$ cat config.mk
export PLATFORM = sky130hd
export DESIGN_NAME = line_locked_loop_regs
export DESIGN_NICKNAME = d
export VERILOG_FILES = /design/src/include/lll_regs_pkg.sv /design/src/rtl/line_locked_loop_regs.sv
export SDC_FILE = /design/constraint.sdc
export NUM_CORES = 1
export LEC_CHECK = 0
export BUFFER_PORTS_ARGS = -buffer_cell sky130_fd_sc_hd__buf_4
export CELL_PAD_IN_SITES_DETAIL_PLACEMENT = 1
export CELL_PAD_IN_SITES_GLOBAL_PLACEMENT = 2
export CORE_ASPECT_RATIO = 0.9
export CORE_MARGIN = 8
export CORE_UTILIZATION = 35
export CTS_CLUSTER_SIZE = 16
export DETAILED_ROUTE_END_ITERATION = 10
export PLACE_DENSITY = 0.92
export REMOVE_ABC_BUFFERS = 1
export SETUP_SLACK_MARGIN = 0.5
export SYNTH_ARGS = -nofsm -noshare
export SYNTH_HDL_FRONTEND = slang
export SYNTH_SLANG_ARGS = --single-unit
$ cat constraint.sdc
create_clock -name clk_i -period 5.9 [get_ports clk_i]
set_clock_uncertainty 0.15 [all_clocks]
set_input_delay 1.77 -clock clk_i [delete_from_list [all_inputs] [get_ports clk_i]]
set_output_delay 1.77 -clock clk_i [all_outputs]
set_load 0.005 [all_outputs]
$ cat src/include/lll_regs_pkg.sv
/*
 * Constants of the line-locked loop register bank: register indices,
 * field positions, reset values and timing counts.
 * Assumes a Wishbone byte address of four times the register index.
 */
package lll_regs_pkg;
    // ****************************************
    // Register indices
    // ****************************************
    localparam logic [9:0] IDX_PEAK_HI = 10'h325;
    localparam logic [9:0] IDX_PEAK_LO = 10'h326;
    localparam logic [9:0] IDX_FLOOR_HI = 10'h327;
    localparam logic [9:0] IDX_FLOOR_LO = 10'h328;
    localparam logic [9:0] IDX_TOTAL_HI = 10'h329;
    localparam logic [9:0] IDX_TOTAL_LO = 10'h32A;
    localparam logic [9:0] IDX_MAGN_HI = 10'h32B;
    localparam logic [9:0] IDX_MAGN_LO = 10'h32C;
    localparam logic [9:0] IDX_APPLIED_TOP = 10'h32D;
    localparam logic [9:0] IDX_APPLIED_MID = 10'h32E;
    localparam logic [9:0] IDX_APPLIED_LOW = 10'h32F;
    localparam logic [9:0] IDX_GAIN_ACTUAL = 10'h330;
    localparam logic [9:0] IDX_LOCK_STATE = 10'h331;
    localparam logic [9:0] IDX_GAIN_DAMP = 10'h375;
    localparam logic [9:0] IDX_STEP_TOP = 10'h376;
    localparam logic [9:0] IDX_STEP_MID = 10'h377;
    localparam logic [9:0] IDX_STEP_LOW = 10'h378;
    localparam logic [9:0] IDX_SKEW_DELAY = 10'h379;
    localparam logic [9:0] IDX_IRQ_STATUS = 10'h390;
    localparam logic [9:0] IDX_IRQ_MASK = 10'h391;
    // ****************************************
    // Field positions
    // ****************************************
    localparam int GAIN_LSB = 0;
    localparam int DAMP_LSB = 5;
    localparam int OFF_BIT = 4;
    localparam int OPEN_BIT = 5;
    localparam int SNAP_BIT = 6;
    localparam int IRQ_FIELD = 0;
    localparam int IRQ_SNAP = 1;
    localparam int IRQ_UNLOCK = 2;
    localparam int IRQ_W = 3;
    // ****************************************
    // Reset values and timing
    // ****************************************
    localparam logic [4:0] GAIN_RST = 5'h00;
    localparam logic [2:0] DAMP_RST = 3'h0;
    localparam logic [18:0] STEP_RST = 19'h00000;
    localparam logic [2:0] SKEW_RST = 3'h0;
    localparam logic [15:0] PEAK_INIT = 16'h8000;
    localparam logic [15:0] FLOOR_INIT = 16'h7FFF;
    localparam int SKEW_UNIT = 512;
endpackage

$ cat src/rtl/line_locked_loop_regs.sv
/*
 * Control and status register bank of a line-locked loop around a
 * numeric oscillator, with per-field phase error statistics.
 * Assumes a classic Wishbone master on clk_i, phase error samples and
 * loop status from logic on clk_i, and line and field references
 * arriving from pins.
 */
// Summary of operation
// - Gain setting is bits 4..0, values 0..31
// - Damping setting is bits 7..5, values 0..7
// - 19-bit signed step offset over three bytes
// - Low byte write transfers all 19 bits
// - Loop-off bit 4 holds oscillator frequency
// - Bit 5 selects open loop when set
// - Skew transfer 512*(1+delay) clocks after line reference
// - Per-field peak and floor, 16 bits each
// - Per-field signed error sum, 16 bits
// - Per-field absolute error sum, 16 bits
// - Statistic word read as coherent high/low pair
// - Applied offset 20-bit signed, top nibble only
// - Applied offset read as coherent three bytes
// - Lock state bit 0, one means unlocked
`timescale 1ns/1ps
module line_locked_loop_regs (
    // Clock and reset
    input wire logic clk_i,
    input wire logic rst_i,
    // Wishbone slave
    input wire logic cyc_i,
    input wire logic stb_i,
    input wire logic we_i,
    input wire logic [11:0] adr_i,
    input wire logic [3:0] sel_i,
    input wire logic [31:0] dat_i,
    output logic [31:0] dat_o,
    output logic ack_o,
    // Timing reference pins
    input wire logic line_reference_pulse_i,
    input wire logic field_reference_i,
    // Loop measurements
    input wire logic phase_err_valid_i,
    input wire logic signed [15:0] phase_err_i,
    input wire logic [19:0] applied_step_offset_i,
    input wire logic [4:0] loop_gain_actual_i,
    input wire logic loop_unlocked_i,
    // Loop controls
    output logic [4:0] loop_gain_setting_o,
    output logic [2:0] loop_damping_setting_o,
    output logic [18:0] oscillator_step_offset_o,
    output logic loop_off_o,
    output logic loop_open_o,
    output logic skew_transfer_o,
    // Interrupt
    output logic irq_o
);
    // ****************************************
    // Bus decode
    // ****************************************
    function automatic logic hit(input logic [9:0] a, input logic [9:0] k);
        return a == k;
    endfunction

    wire req = cyc_i & stb_i & ~ack_o;
    wire [9:0] idx = adr_i[11:2];
    wire wr = req & we_i & sel_i[0];
    wire rd = req & ~we_i;
    wire wr_gd = wr & hit(idx, lll_regs_pkg::IDX_GAIN_DAMP);
    wire wr_top = wr & hit(idx, lll_regs_pkg::IDX_STEP_TOP);
    wire wr_mid = wr & hit(idx, lll_regs_pkg::IDX_STEP_MID);
    wire wr_low = wr & hit(idx, lll_regs_pkg::IDX_STEP_LOW);
    wire wr_skew = wr & hit(idx, lll_regs_pkg::IDX_SKEW_DELAY);
    wire wr_stat = wr & hit(idx, lll_regs_pkg::IDX_IRQ_STATUS);
    wire wr_mask = wr & hit(idx, lll_regs_pkg::IDX_IRQ_MASK);
    wire rd_peak_hi = rd & hit(idx, lll_regs_pkg::IDX_PEAK_HI);
    wire rd_floor_hi = rd & hit(idx, lll_regs_pkg::IDX_FLOOR_HI);
    wire rd_total_hi = rd & hit(idx, lll_regs_pkg::IDX_TOTAL_HI);
    wire rd_magn_hi = rd & hit(idx, lll_regs_pkg::IDX_MAGN_HI);
    wire rd_app_top = rd & hit(idx, lll_regs_pkg::IDX_APPLIED_TOP);
    wire snap_pulse = wr_top & dat_i[lll_regs_pkg::SNAP_BIT];

    // ****************************************
    // Reference synchronisers
    // ****************************************
    logic [2:0] line_sync;
    logic [2:0] field_sync;
    always_ff @(posedge clk_i) begin
        if (rst_i) begin
            line_sync <= 3'h0;
            field_sync <= 3'h0;
        end else begin
            line_sync <= {line_sync[1:0], line_reference_pulse_i};
            field_sync <= {field_sync[1:0], field_reference_i};
        end
    end
    wire line_edge = line_sync[1] & ~line_sync[2];
    wire field_pulse = field_sync[1] & ~field_sync[2];

    // ****************************************
    // Write side
    // ****************************************
    logic [7:0] gd_shadow;
    logic [2:0] top_shadow;
    logic [7:0] mid_shadow;
    logic open_shadow;
    logic [18:0] step_pend;
    logic [2:0] skew_delay;
    always_ff @(posedge clk_i) begin
        if (rst_i) begin
            gd_shadow <= {lll_regs_pkg::DAMP_RST, lll_regs_pkg::GAIN_RST};
            top_shadow <= 3'h0;
            mid_shadow <= 8'h00;
            open_shadow <= 1'b0;
            step_pend <= lll_regs_pkg::STEP_RST;
            skew_delay <= lll_regs_pkg::SKEW_RST;
            loop_off_o <= 1'b0;
        end else begin
            if (wr_gd) begin
                gd_shadow <= dat_i[7:0];
            end
            if (wr_top) begin
                top_shadow <= dat_i[2:0];
                loop_off_o <= dat_i[lll_regs_pkg::OFF_BIT];
                open_shadow <= dat_i[lll_regs_pkg::OPEN_BIT];
            end
            if (wr_mid) begin
                mid_shadow <= dat_i[7:0];
            end
            if (wr_low) begin
                step_pend <= {top_shadow, mid_shadow, dat_i[7:0]};
            end
            if (wr_skew) begin
                skew_delay <= dat_i[2:0];
            end
        end
    end

    // Gain, damping, step offset and open loop reach the loop only at a field boundary
    always_ff @(posedge clk_i) begin
        if (rst_i) begin
            loop_gain_setting_o <= lll_regs_pkg::GAIN_RST;
            loop_damping_setting_o <= lll_regs_pkg::DAMP_RST;
            oscillator_step_offset_o <= lll_regs_pkg::STEP_RST;
            loop_open_o <= 1'b0;
        end else if (field_pulse) begin
            loop_gain_setting_o <= gd_shadow[lll_regs_pkg::GAIN_LSB +: 5];
            loop_damping_setting_o <= gd_shadow[lll_regs_pkg::DAMP_LSB +: 3];
            oscillator_step_offset_o <= step_pend;
            loop_open_o <= open_shadow;
        end
    end

    // ****************************************
    // Skew transfer timer
    // ****************************************
    // Longest wait is 8*512 = 4096 clocks, fits 13 bits
    logic [12:0] skew_cnt;
    wire [12:0] skew_load =
        13'(lll_regs_pkg::SKEW_UNIT * (int'(skew_delay) + 1) - 1);
    always_ff @(posedge clk_i) begin
        if (rst_i) begin
            skew_cnt <= 13'h0000;
            skew_transfer_o <= 1'b0;
        end else begin
            if (line_edge) begin
                skew_cnt <= skew_load;
            end else if (skew_cnt != 13'h0000) begin
                skew_cnt <= skew_cnt - 13'h0001;
            end
            // A held loop takes no new skew
            skew_transfer_o <= (skew_cnt == 13'h0001) & ~line_edge
                & ~loop_off_o;
        end
    end

    // ****************************************
    // Phase error statistics
    // ****************************************
    logic signed [15:0] run_peak;
    logic signed [15:0] run_floor;
    logic [15:0] run_total;
    logic [15:0] run_magn;
    wire signed [15:0] base_peak =
        field_pulse ? lll_regs_pkg::PEAK_INIT : run_peak;
    wire signed [15:0] base_floor =
        field_pulse ? lll_regs_pkg::FLOOR_INIT : run_floor;
    wire [15:0] base_total = field_pulse ? 16'h0000 : run_total;
    wire [15:0] base_magn = field_pulse ? 16'h0000 : run_magn;
    wire [15:0] err_abs = phase_err_i[15] ? 16'(-phase_err_i)
        : phase_err_i;
    wire signed [15:0] next_peak =
        (phase_err_valid_i && phase_err_i > base_peak) ?
        phase_err_i : base_peak;
    wire signed [15:0] next_floor =
        (phase_err_valid_i && phase_err_i < base_floor) ?
        phase_err_i : base_floor;
    wire [15:0] next_total = phase_err_valid_i ?
        16'(base_total + phase_err_i) : base_total;
    wire [15:0] next_magn = phase_err_valid_i ?
        16'(base_magn + err_abs) : base_magn;
    always_ff @(posedge clk_i) begin
        if (rst_i) begin
            run_peak <= lll_regs_pkg::PEAK_INIT;
            run_floor <= lll_regs_pkg::FLOOR_INIT;
            run_total <= 16'h0000;
            run_magn <= 16'h0000;
        end else begin
            run_peak <= next_peak;
            run_floor <= next_floor;
            run_total <= next_total;
            run_magn <= next_magn;
        end
    end

    // ****************************************
    // Captured results
    // ****************************************
    logic [15:0] res_peak;
    logic [15:0] res_floor;
    logic [15:0] res_total;
    logic [15:0] res_magn;
    logic [19:0] res_applied;
    logic [4:0] res_gain;
    logic res_lock;
    wire capture = field_pulse | snap_pulse;
    always_ff @(posedge clk_i) begin
        if (rst_i) begin
            res_peak <= 16'h0000;
            res_floor <= 16'h0000;
            res_total <= 16'h0000;
            res_magn <= 16'h0000;
            res_applied <= 20'h00000;
            res_gain <= 5'h00;
            res_lock <= 1'b0;
        end else if (capture) begin
            res_peak <= run_peak;
            res_floor <= run_floor;
            res_total <= run_total;
            res_magn <= run_magn;
            res_applied <= applied_step_offset_i;
            res_gain <= loop_gain_actual_i;
            res_lock <= loop_unlocked_i;
        end
    end

    // Low bytes come from a hold filled by the high-byte read
    logic [7:0] hold_peak;
    logic [7:0] hold_floor;
    logic [7:0] hold_total;
    logic [7:0] hold_magn;
    logic [15:0] hold_app;
    always_ff @(posedge clk_i) begin
        if (rst_i) begin
            hold_peak <= 8'h00;
            hold_floor <= 8'h00;
            hold_total <= 8'h00;
            hold_magn <= 8'h00;
            hold_app <= 16'h0000;
        end else begin
            if (rd_peak_hi) hold_peak <= res_peak[7:0];
            if (rd_floor_hi) hold_floor <= res_floor[7:0];
            if (rd_total_hi) hold_total <= res_total[7:0];
            if (rd_magn_hi) hold_magn <= res_magn[7:0];
            if (rd_app_top) hold_app <= res_applied[15:0];
        end
    end

    // ****************************************
    // Interrupts
    // ****************************************
    logic [2:0] irq_stat;
    logic [2:0] irq_mask;
    logic unlocked_q;
    wire [2:0] irq_event = {loop_unlocked_i & ~unlocked_q, snap_pulse,
        field_pulse};
    wire [2:0] irq_clr = wr_stat ? dat_i[2:0] : 3'h0;
    always_ff @(posedge clk_i) begin
        if (rst_i) begin
            irq_stat <= 3'h0;
            irq_mask <= 3'h0;
            unlocked_q <= 1'b0;
        end else begin
            // A new event beats a clear in the same cycle
            irq_stat <= (irq_stat & ~irq_clr) | irq_event;
            unlocked_q <= loop_unlocked_i;
            if (wr_mask) irq_mask <= dat_i[2:0];
        end
    end
    assign irq_o = |(irq_stat & irq_mask);

    // ****************************************
    // Read mux and acknowledge
    // ****************************************
    // Write-only and unmapped words read as zero
    logic [7:0] rd_byte;
    always_comb begin
        case (idx)
            lll_regs_pkg::IDX_PEAK_HI: rd_byte = res_peak[15:8];
            lll_regs_pkg::IDX_PEAK_LO: rd_byte = hold_peak;
            lll_regs_pkg::IDX_FLOOR_HI: rd_byte = res_floor[15:8];
            lll_regs_pkg::IDX_FLOOR_LO: rd_byte = hold_floor;
            lll_regs_pkg::IDX_TOTAL_HI: rd_byte = res_total[15:8];
            lll_regs_pkg::IDX_TOTAL_LO: rd_byte = hold_total;
            lll_regs_pkg::IDX_MAGN_HI: rd_byte = res_magn[15:8];
            lll_regs_pkg::IDX_MAGN_LO: rd_byte = hold_magn;
            lll_regs_pkg::IDX_APPLIED_TOP:
                rd_byte = {4'h0, res_applied[19:16]};
            lll_regs_pkg::IDX_APPLIED_MID: rd_byte = hold_app[15:8];
            lll_regs_pkg::IDX_APPLIED_LOW: rd_byte = hold_app[7:0];
            lll_regs_pkg::IDX_GAIN_ACTUAL: rd_byte = {3'h0, res_gain};
            lll_regs_pkg::IDX_LOCK_STATE: rd_byte = {7'h00, res_lock};
            lll_regs_pkg::IDX_IRQ_STATUS: rd_byte = {5'h00, irq_stat};
            lll_regs_pkg::IDX_IRQ_MASK: rd_byte = {5'h00, irq_mask};
            default: rd_byte = 8'h00;
        endcase
    end

    always_ff @(posedge clk_i) begin
        if (rst_i) begin
            ack_o <= 1'b0;
            dat_o <= 32'h00000000;
        end else begin
            ack_o <= req;
            if (rd) dat_o <= {24'h000000, rd_byte};
        end
    end

    // ****************************************
    // Assertions
    // ****************************************
    logic [12:0] since_edge;
    logic [2:0] dly_at_edge;
    always_ff @(posedge clk_i) begin
        if (rst_i) begin
            since_edge <= 13'h0000;
            dly_at_edge <= 3'h0;
        end else if (line_edge) begin
            since_edge <= 13'h0001;
            dly_at_edge <= skew_delay;
        end else if (since_edge != 13'h1FFF) begin
            since_edge <= since_edge + 13'h0001;
        end
    end
endmodule
==> flow_metrics.py, run 1 <==
metrics = {
    "status": {
        "outcome": "complete, no violations",
    },
    "route": {
        "route.detailed.drc": 0,
        "wl_per_cell_um": 19.4,
        "wl_um": 48200,
        "avgViaCountPerCell": 5.39,
        "first_iter_violations": 915,
        "vias": 13400,
        "dr.pass1.iters": 5,
        "antenna_left": 0,
    },
    "cells_and_area": {
        "final_net_count": 2087,
        "final_cell_area_sq_um": 17200,
        "final_common_cell": "nand2_1",
        "diodes": 0,
        "area_growth_pct": 15.1,
        "fill_cells": 5085,
        "final_cell_mix": "467 x nand2_1, 309 x dfxtp_1, 259 x a21oi_1",
        "drive_gt1_share_pct": 11.2,
        "final_core_utilization_pct": 41.0,
    },
    "timing": {
        "setup_viol": 0,
        "fmax_mhz": 216,
        "worst_hold_slack_ns": 0.296,
        "min_period_ns": 4.64,
        "slew_headroom_pct": 23.0,
        "fin_crit_sh_pct": 78.6,
        "drv_slew": 0,
        "tns_ns": 0,
        "hold_viol_final": 0,
        "setup_ws_ns": 1.26,
        "grt_setup_unrepaired": "false",
        "worst_slew_pin_slew_ns": 1.16,
    },
    "die": {
        "start_util_pct": 35.6,
        "rows": 71,
        "io_pins": 162,
        "die-area_sq_um": 49500,
        "dieHeight_um": 212,
        "core-area_sq_um": 41900,
        "die_w_um": 234,
    },
    "power_and_ir_drop": {
        "pwr-share-clk_pct": 40.7,
        "seqPwrFrac_pct": 43.0,
        "power.density_nw_per_um2": 311,
        "netSwitchingPower_uw": 1510,
        "p_leak_uw": 0.00645,
        "combPwrFrac_pct": 16.3,
        "p_int_uw": 3840,
        "irDropWorstVdd_uv": 163,
        "swShare_pct": 28.2,
    },
    "hold_path": {
        "min_path_type": "reg2reg",
        "hold_start": "line_sync[0]$_SDFF_PP0_",
        "hold_path_end": "line_sync[1]$_SDFF_PP0_",
        "min_path_cells": 1,
    },
    "cts": {
        "clk_pin_slew_ns": 0.06,
        "cts_tree": "built",
        "ctsResizeCount": 0,
        "postCtsSetupRepairBufs": 0,
        "clk_latency_ns": 0.53,
        "clockBufferDepth": 3,
        "numCtsBuffers": 36,
        "clock_sinks": 309,
        "h-tree-depth": 2,
        "clockRootBuffer": "clkbuf_16",
        "holdBufCountCts": 0,
    },
    "logic_synthesis": {
        "synth.distinct_cells": 76,
        "synth_edf_count": 0,
        "synth_area_per_cell_sq_um": 8.00,
        "yosys_warnings": 0,
        "synth_top_area_share_pct": 41.4,
        "netlist_area_sq_um": 14900,
        "synth_area_leaders": "dfxtp_1 41%, nand2_1 12%, a21oi_1 8.7%",
        "synth_cells": 1866,
        "synth-async-reset-ratio_pct": 0,
        "ys_ff_latch": 309,
        "synth_top_flop_cell": "dfxtp_1",
        "synth-seq-area-share_pct": 41.4,
        "yosysTopAreaCell": "dfxtp_1",
    },
    "placed_design": {
        "postPlaceCellArea_sq_um": 16100,
        "gp_congestion": 0.871,
        "io_buffers": 108,
        "place_hpwl_um": 33800,
        "place_ws_ns": 0.712,
    },
    "critical_path": {
        "start_kind": "primary input",
        "critPathRequiredTime_ns": 6.20,
        "arrival_ns": 4.94,
        "crit_start": "phase_err_i[1]",
        "reg2reg_from": "field_sync[2]$_SDFF_PP0_",
        "ff2ff_path_depth": 11,
        "endpoint_kind": "flip-flop",
        "critPathKind": "in2reg",
        "critPathMaxFanout": 6,
        "r2r-end": "run_peak[9]$_SDFF_PP0_",
        "ff2ff_setup_slack_ns": 1.89,
    },
    "global_routing": {
        "track_usage_pct": 19.1,
        "grt.overflow.total": 0,
        "grt_pass1_vias": 13600,
        "antenna_found_initial": 0,
        "grt_pass1_wl_um": 75900,
        "grt_max_degree": 120,
    },
    "job": {
        "maxCapViolations": 0,
    },
}
-- area by class of cell --
class,count,area [sq um],share of cell area (%)
Clock buffer,53,1020,5.91
Clock inverter,10,110,0.641
Inverter,28,105,0.612
Multi-Input combinational cell,1415,8110,47.2
Sequential cell,309,6190,36.0
Tap cell,547,684,3.98
Timing Repair Buffer,128,968,5.64
-- cell usage after synthesis (all sizes together), types with 7 or more instances --
cell	instances
mux2	27
a22o	17
nand2	468
nor3	50
a211oi	14
nand4	11
a21o	13
ha	69
nor4	8
buf	46
nand3	25
o31ai	9
nor2b	22
clkbuf	91
a221oi	7
dfxtp	309
inv	28
mux2i	43
or3	8
o21ai	39
and2	36
a21oi	260
xnor2	35
and3	7
xor2	9
nor2	108
nand2b	14
a22oi	13
-- flip-flops by register name, indices dropped and copies added, names as in the netlist, 16 cells and up --
name                      count
run_peak                     16
run_magn                     16
res_floor                    16
run_floor                    16
res_peak                     16
oscillator_step_offset_o     19
run_total                    16
hold_app                     16
step_pend                    19
res_magn                     16
res_applied                  20
res_total                    16
-- cells by family after synthesis --
logic type / share of synthesized area, %
xor+xnor: 2.58
mux: 5.07
other cells: 0.0251
compound gates: 16.9
simple gates: 22.9
fa+ha+maj: 6.05
flops: 41.4
buf+inv: 4.99
-- how the worst max path moves through the flow --
stage                             endpoint  slack [ns]  cells past startpoint
6_report           run_magn[15]$_SDFF_PP0_        1.26                     15
5_1_grt            run_magn[15]$_SDFF_PP0_        1.01                     15
4_1_cts            run_magn[15]$_SDFF_PP0_        1.25                     15
3_5_place_dp       run_magn[15]$_SDFF_PP0_        0.71                     15
3_3_place_gp       run_magn[15]$_SDFF_PP0_        0.80                     15
2_1_floorplan  res_applied[0]$_SDFFE_PP0P_       -0.12                      6
-- stage by stage --
| stage | power (uW) | cells |
|---|---|---|
| 4_1_cts | 5390 | 2490 |
| 3_3_place_gp | 3160 | 2427 |
| 5_1_grt | 5600 | 2490 |
| 2_1_floorplan | 2880 | 1752 |
| 3_5_place_dp | 3200 | 2427 |
| 6_report | 5350 | 2490 |
-- worst max-delay path: stages --
cell and delay [ns]:
buf_4 0.15, inv_1 0.20, ha_1 0.24, nand4_1 0.12, or3_1 0.39, o21ai_0 0.24
xnor2_1 0.16, ha_1 0.32, a21oi_1 0.25, inv_1 0.10, nor3_1 0.16, o211ai_1 0.14
and4_1 0.23, or3_1 0.34, a21oi_1 0.13
-- metal layers --
| metal | routed length [um] | GRT usage, % |
|---|---|---|
| met2 | 21800 | 30.5 |
| met5 | 0 | 0 |
| met3 | 2370 | 2.81 |
| met1 | 23000 | 26.3 |
| met4 | 1120 | 5.55 |
-- power groups by stage --
stage	Combinational, uW	Sequential, uW	Clock [uW]
after floorplan	588	2290	0
after global placement	823	2330	0
after detailed placement	864	2340	0
after CTS	872	2290	2220
after global routing	972	2310	2320
final	873	2300	2180
(Power assumes the default switching activity.)
==> inputs of run 2 (changes only) <==
Settings changed: CORE_UTILIZATION 35 to 32, PLACE_DENSITY 0.92 to 0.89.
Clock period 5.9 ns to 4.2 ns, I/O delays scaled along.
==> run 2 against run 1 <==
  * Critical path depth decreased by 1
  * Die area increased by 8.7%
  * Combinational power increased by 53%
  * Global-route usage decreased by 1.1 points
  * Clock power increased by 44%
  * Clock-buffer cell count unchanged
  * Register-to-register slack got worse by 1.1 ns
  * Core utilization decreased by 2.4 points
==> flow_metrics.py, run 2 (synthesis gave the netlist of run 1 again) <==
metrics = {
    "route": {
        "antenna_left": 0,
        "wl_um": 49800,
        "route.detailed.drc": 0,
        "dr.pass1.iters": 5,
        "vias": 13500,
        "avgViaCountPerCell": 5.17,
        "wl_per_cell_um": 19.1,
        "first_iter_violations": 834,
    },
    "critical_path": {
        "ff2ff_setup_slack_ns": 0.79,
        "endpoint_kind": "flip-flop",
        "start_kind": "primary input",
        "ff2ff_path_depth": 12,
        "critPathRequiredTime_ns": 4.50,
        "r2r-end": "run_magn[14]$_SDFF_PP0_",
        "critPathMaxFanout": 4,
        "endpoint": "run_magn[15]$_SDFF_PP0_",
        "crit_start": "phase_err_i[2]",
        "reg2reg_from": "field_sync[2]$_SDFF_PP0_",
        "critPathKind": "in2reg",
        "arrival_ns": 4.05,
    },
    "timing": {
        "worst_hold_slack_ns": 0.287,
        "fmax_mhz": 267,
        "hold_viol_final": 0,
        "grt_setup_unrepaired": "true",
        "setup_viol": 0,
        "setup_ws_ns": 0.450,
        "fin_crit_sh_pct": 89.3,
        "slew_headroom_pct": 48.3,
        "min_period_ns": 3.75,
        "worst_slew_pin_slew_ns": 0.768,
        "drv_slew": 0,
    },
    "cells_and_area": {
        "final_net_count": 2136,
        "final_cell_area_sq_um": 17900,
        "top_regs": "res_applied: 20 flops, oscillator_step_offset_o: 19 flops, step_pend: 19 flops",
        "area_growth_pct": 19.8,
        "diodes": 0,
        "final_cell_mix": "467 x nand2_1, 309 x dfxtp_1, 256 x a21oi_1",
        "largest_register_ffs": 20,
        "final_common_cell": "nand2_1",
        "fin_cells": 2608,
        "regMostFlops": "res_applied",
        "drive_gt1_share_pct": 14.7,
    },
    "cts": {
        "h-tree-depth": 2,
        "cts_tree": "built",
        "numCtsBuffers": 35,
        "clockBufferDepth": 3,
        "clock_sinks": 309,
        "clk_latency_ns": 0.52,
        "clockRootBuffer": "clkbuf_16",
        "clk_pin_slew_ns": 0.06,
    },
    "power_and_ir_drop": {
        "power.density_nw_per_um2": 431,
        "irDropWorstVdd_uv": 232,
        "p_leak_uw": 0.00678,
        "power_uw": 7710,
    },
    "global_routing": {
        "track_usage_pct": 17.9,
        "antenna_found_initial": 0,
        "grt_pass1_wl_um": 79700,
        "grt.overflow.total": 0,
        "grt_pass1_vias": 14300,
        "grt_max_degree": 117,
    },
    "status": {
        "outcome": "complete, no violations",
    },
    "placed_design": {
        "gp_congestion": 0.878,
        "io_buffers": 108,
        "dp.cells": 2545,
        "postPlaceCellArea_sq_um": 16600,
        "place_hpwl_um": 35900,
        "place_ws_ns": -0.272,
    },
    "job": {
        "maxCapViolations": 0,
    },
    "die": {
        "core-area_sq_um": 46400,
        "rows": 75,
        "die-area_sq_um": 53800,
        "start_util_pct": 32.2,
        "io_pins": 162,
        "dieHeight_um": 221,
        "die_w_um": 244,
    },
    "hold_path": {
        "min_path_type": "reg2reg",
    },
}
run 2: cell count changes in the layout (fill, tap and decap cells not counted), sizes merged:
cell,previous run,this run
clkinvlp,1,2
buf,128,178
inv,30,28
run 2: layout make-up:
cell class / instances / area [sq um]
inverter: 28 / 108
multi-input combinational: 1415 / 8240
clock inverter: 9 / 100
tap: 616 / 771
fill: 5575 / 28500
timing repair buffer: 178 / 1410
sequential: 309 / 6190
clock buffer: 53 / 1080
run 2: metal layers:
layer  vias up  share of wire [%]  global-route usage, %
li1       6572                  -                      -
met1      6576                 47                   24.6
met2       283                 46                   29.2
met3        60                4.9                   2.71
met4         0                2.0                   4.59
met5         -                  0                      0
run 2: power breakdown:
part           leakage (uW)  internal, uW  switching [uW]  total, uW
Sequential          0.00251          3080             150       3230
Clock              0.000577          1890            1250       3140
Combinational       0.00369           580             758       1340
Total               0.00678          5550            2160       7710
run 2: critical path: stages:
cell	delay, ns
buf_4	0.12
nor2_4	0.10
nand4_1	0.13
or4_4	0.52
o41ai_4	0.25
xnor2_1	0.10
ha_1	0.24
a21oi_2	0.19
inv_1	0.07
nor3_1	0.18
o211ai_1	0.17
and4_1	0.22
or3_1	0.35
a21oi_1	0.13
run 2: worst min-delay path by stage:
stage                                        start                        to  slack [ns]  depth (start not counted)
after floorplan           field_sync[0]$_SDFF_PP0_  field_sync[1]$_SDFF_PP0_        0.26                          1
after global placement    field_sync[0]$_SDFF_PP0_  field_sync[1]$_SDFF_PP0_        0.28                          1
after detailed placement  field_sync[0]$_SDFF_PP0_  field_sync[1]$_SDFF_PP0_        0.28                          1
after CTS                 field_sync[0]$_SDFF_PP0_  field_sync[1]$_SDFF_PP0_        0.29                          1
after global routing      field_sync[0]$_SDFF_PP0_  field_sync[1]$_SDFF_PP0_        0.30                          1
final                     field_sync[0]$_SDFF_PP0_  field_sync[1]$_SDFF_PP0_        0.29                          1
run 2: per-stage QoR:
stage	util (%)	TNS, ns
after floorplan	-	-125.83
after global placement	35.7	-0.349
after detailed placement	35.7	-0.818
after CTS	38.4	0
after global routing	38.6	0
final	38.6	0
run 2: repair_timing:
action / CTS / global route
buffers inserted: 0 / 1
hold endpoints to repair: 0 / 0
hold buffers: 0 / 0
gates cloned: 0 / 0
resized for setup: 17 / 17
pin swaps: 8 / 11
endpoints found under the setup margin: 5 / 6
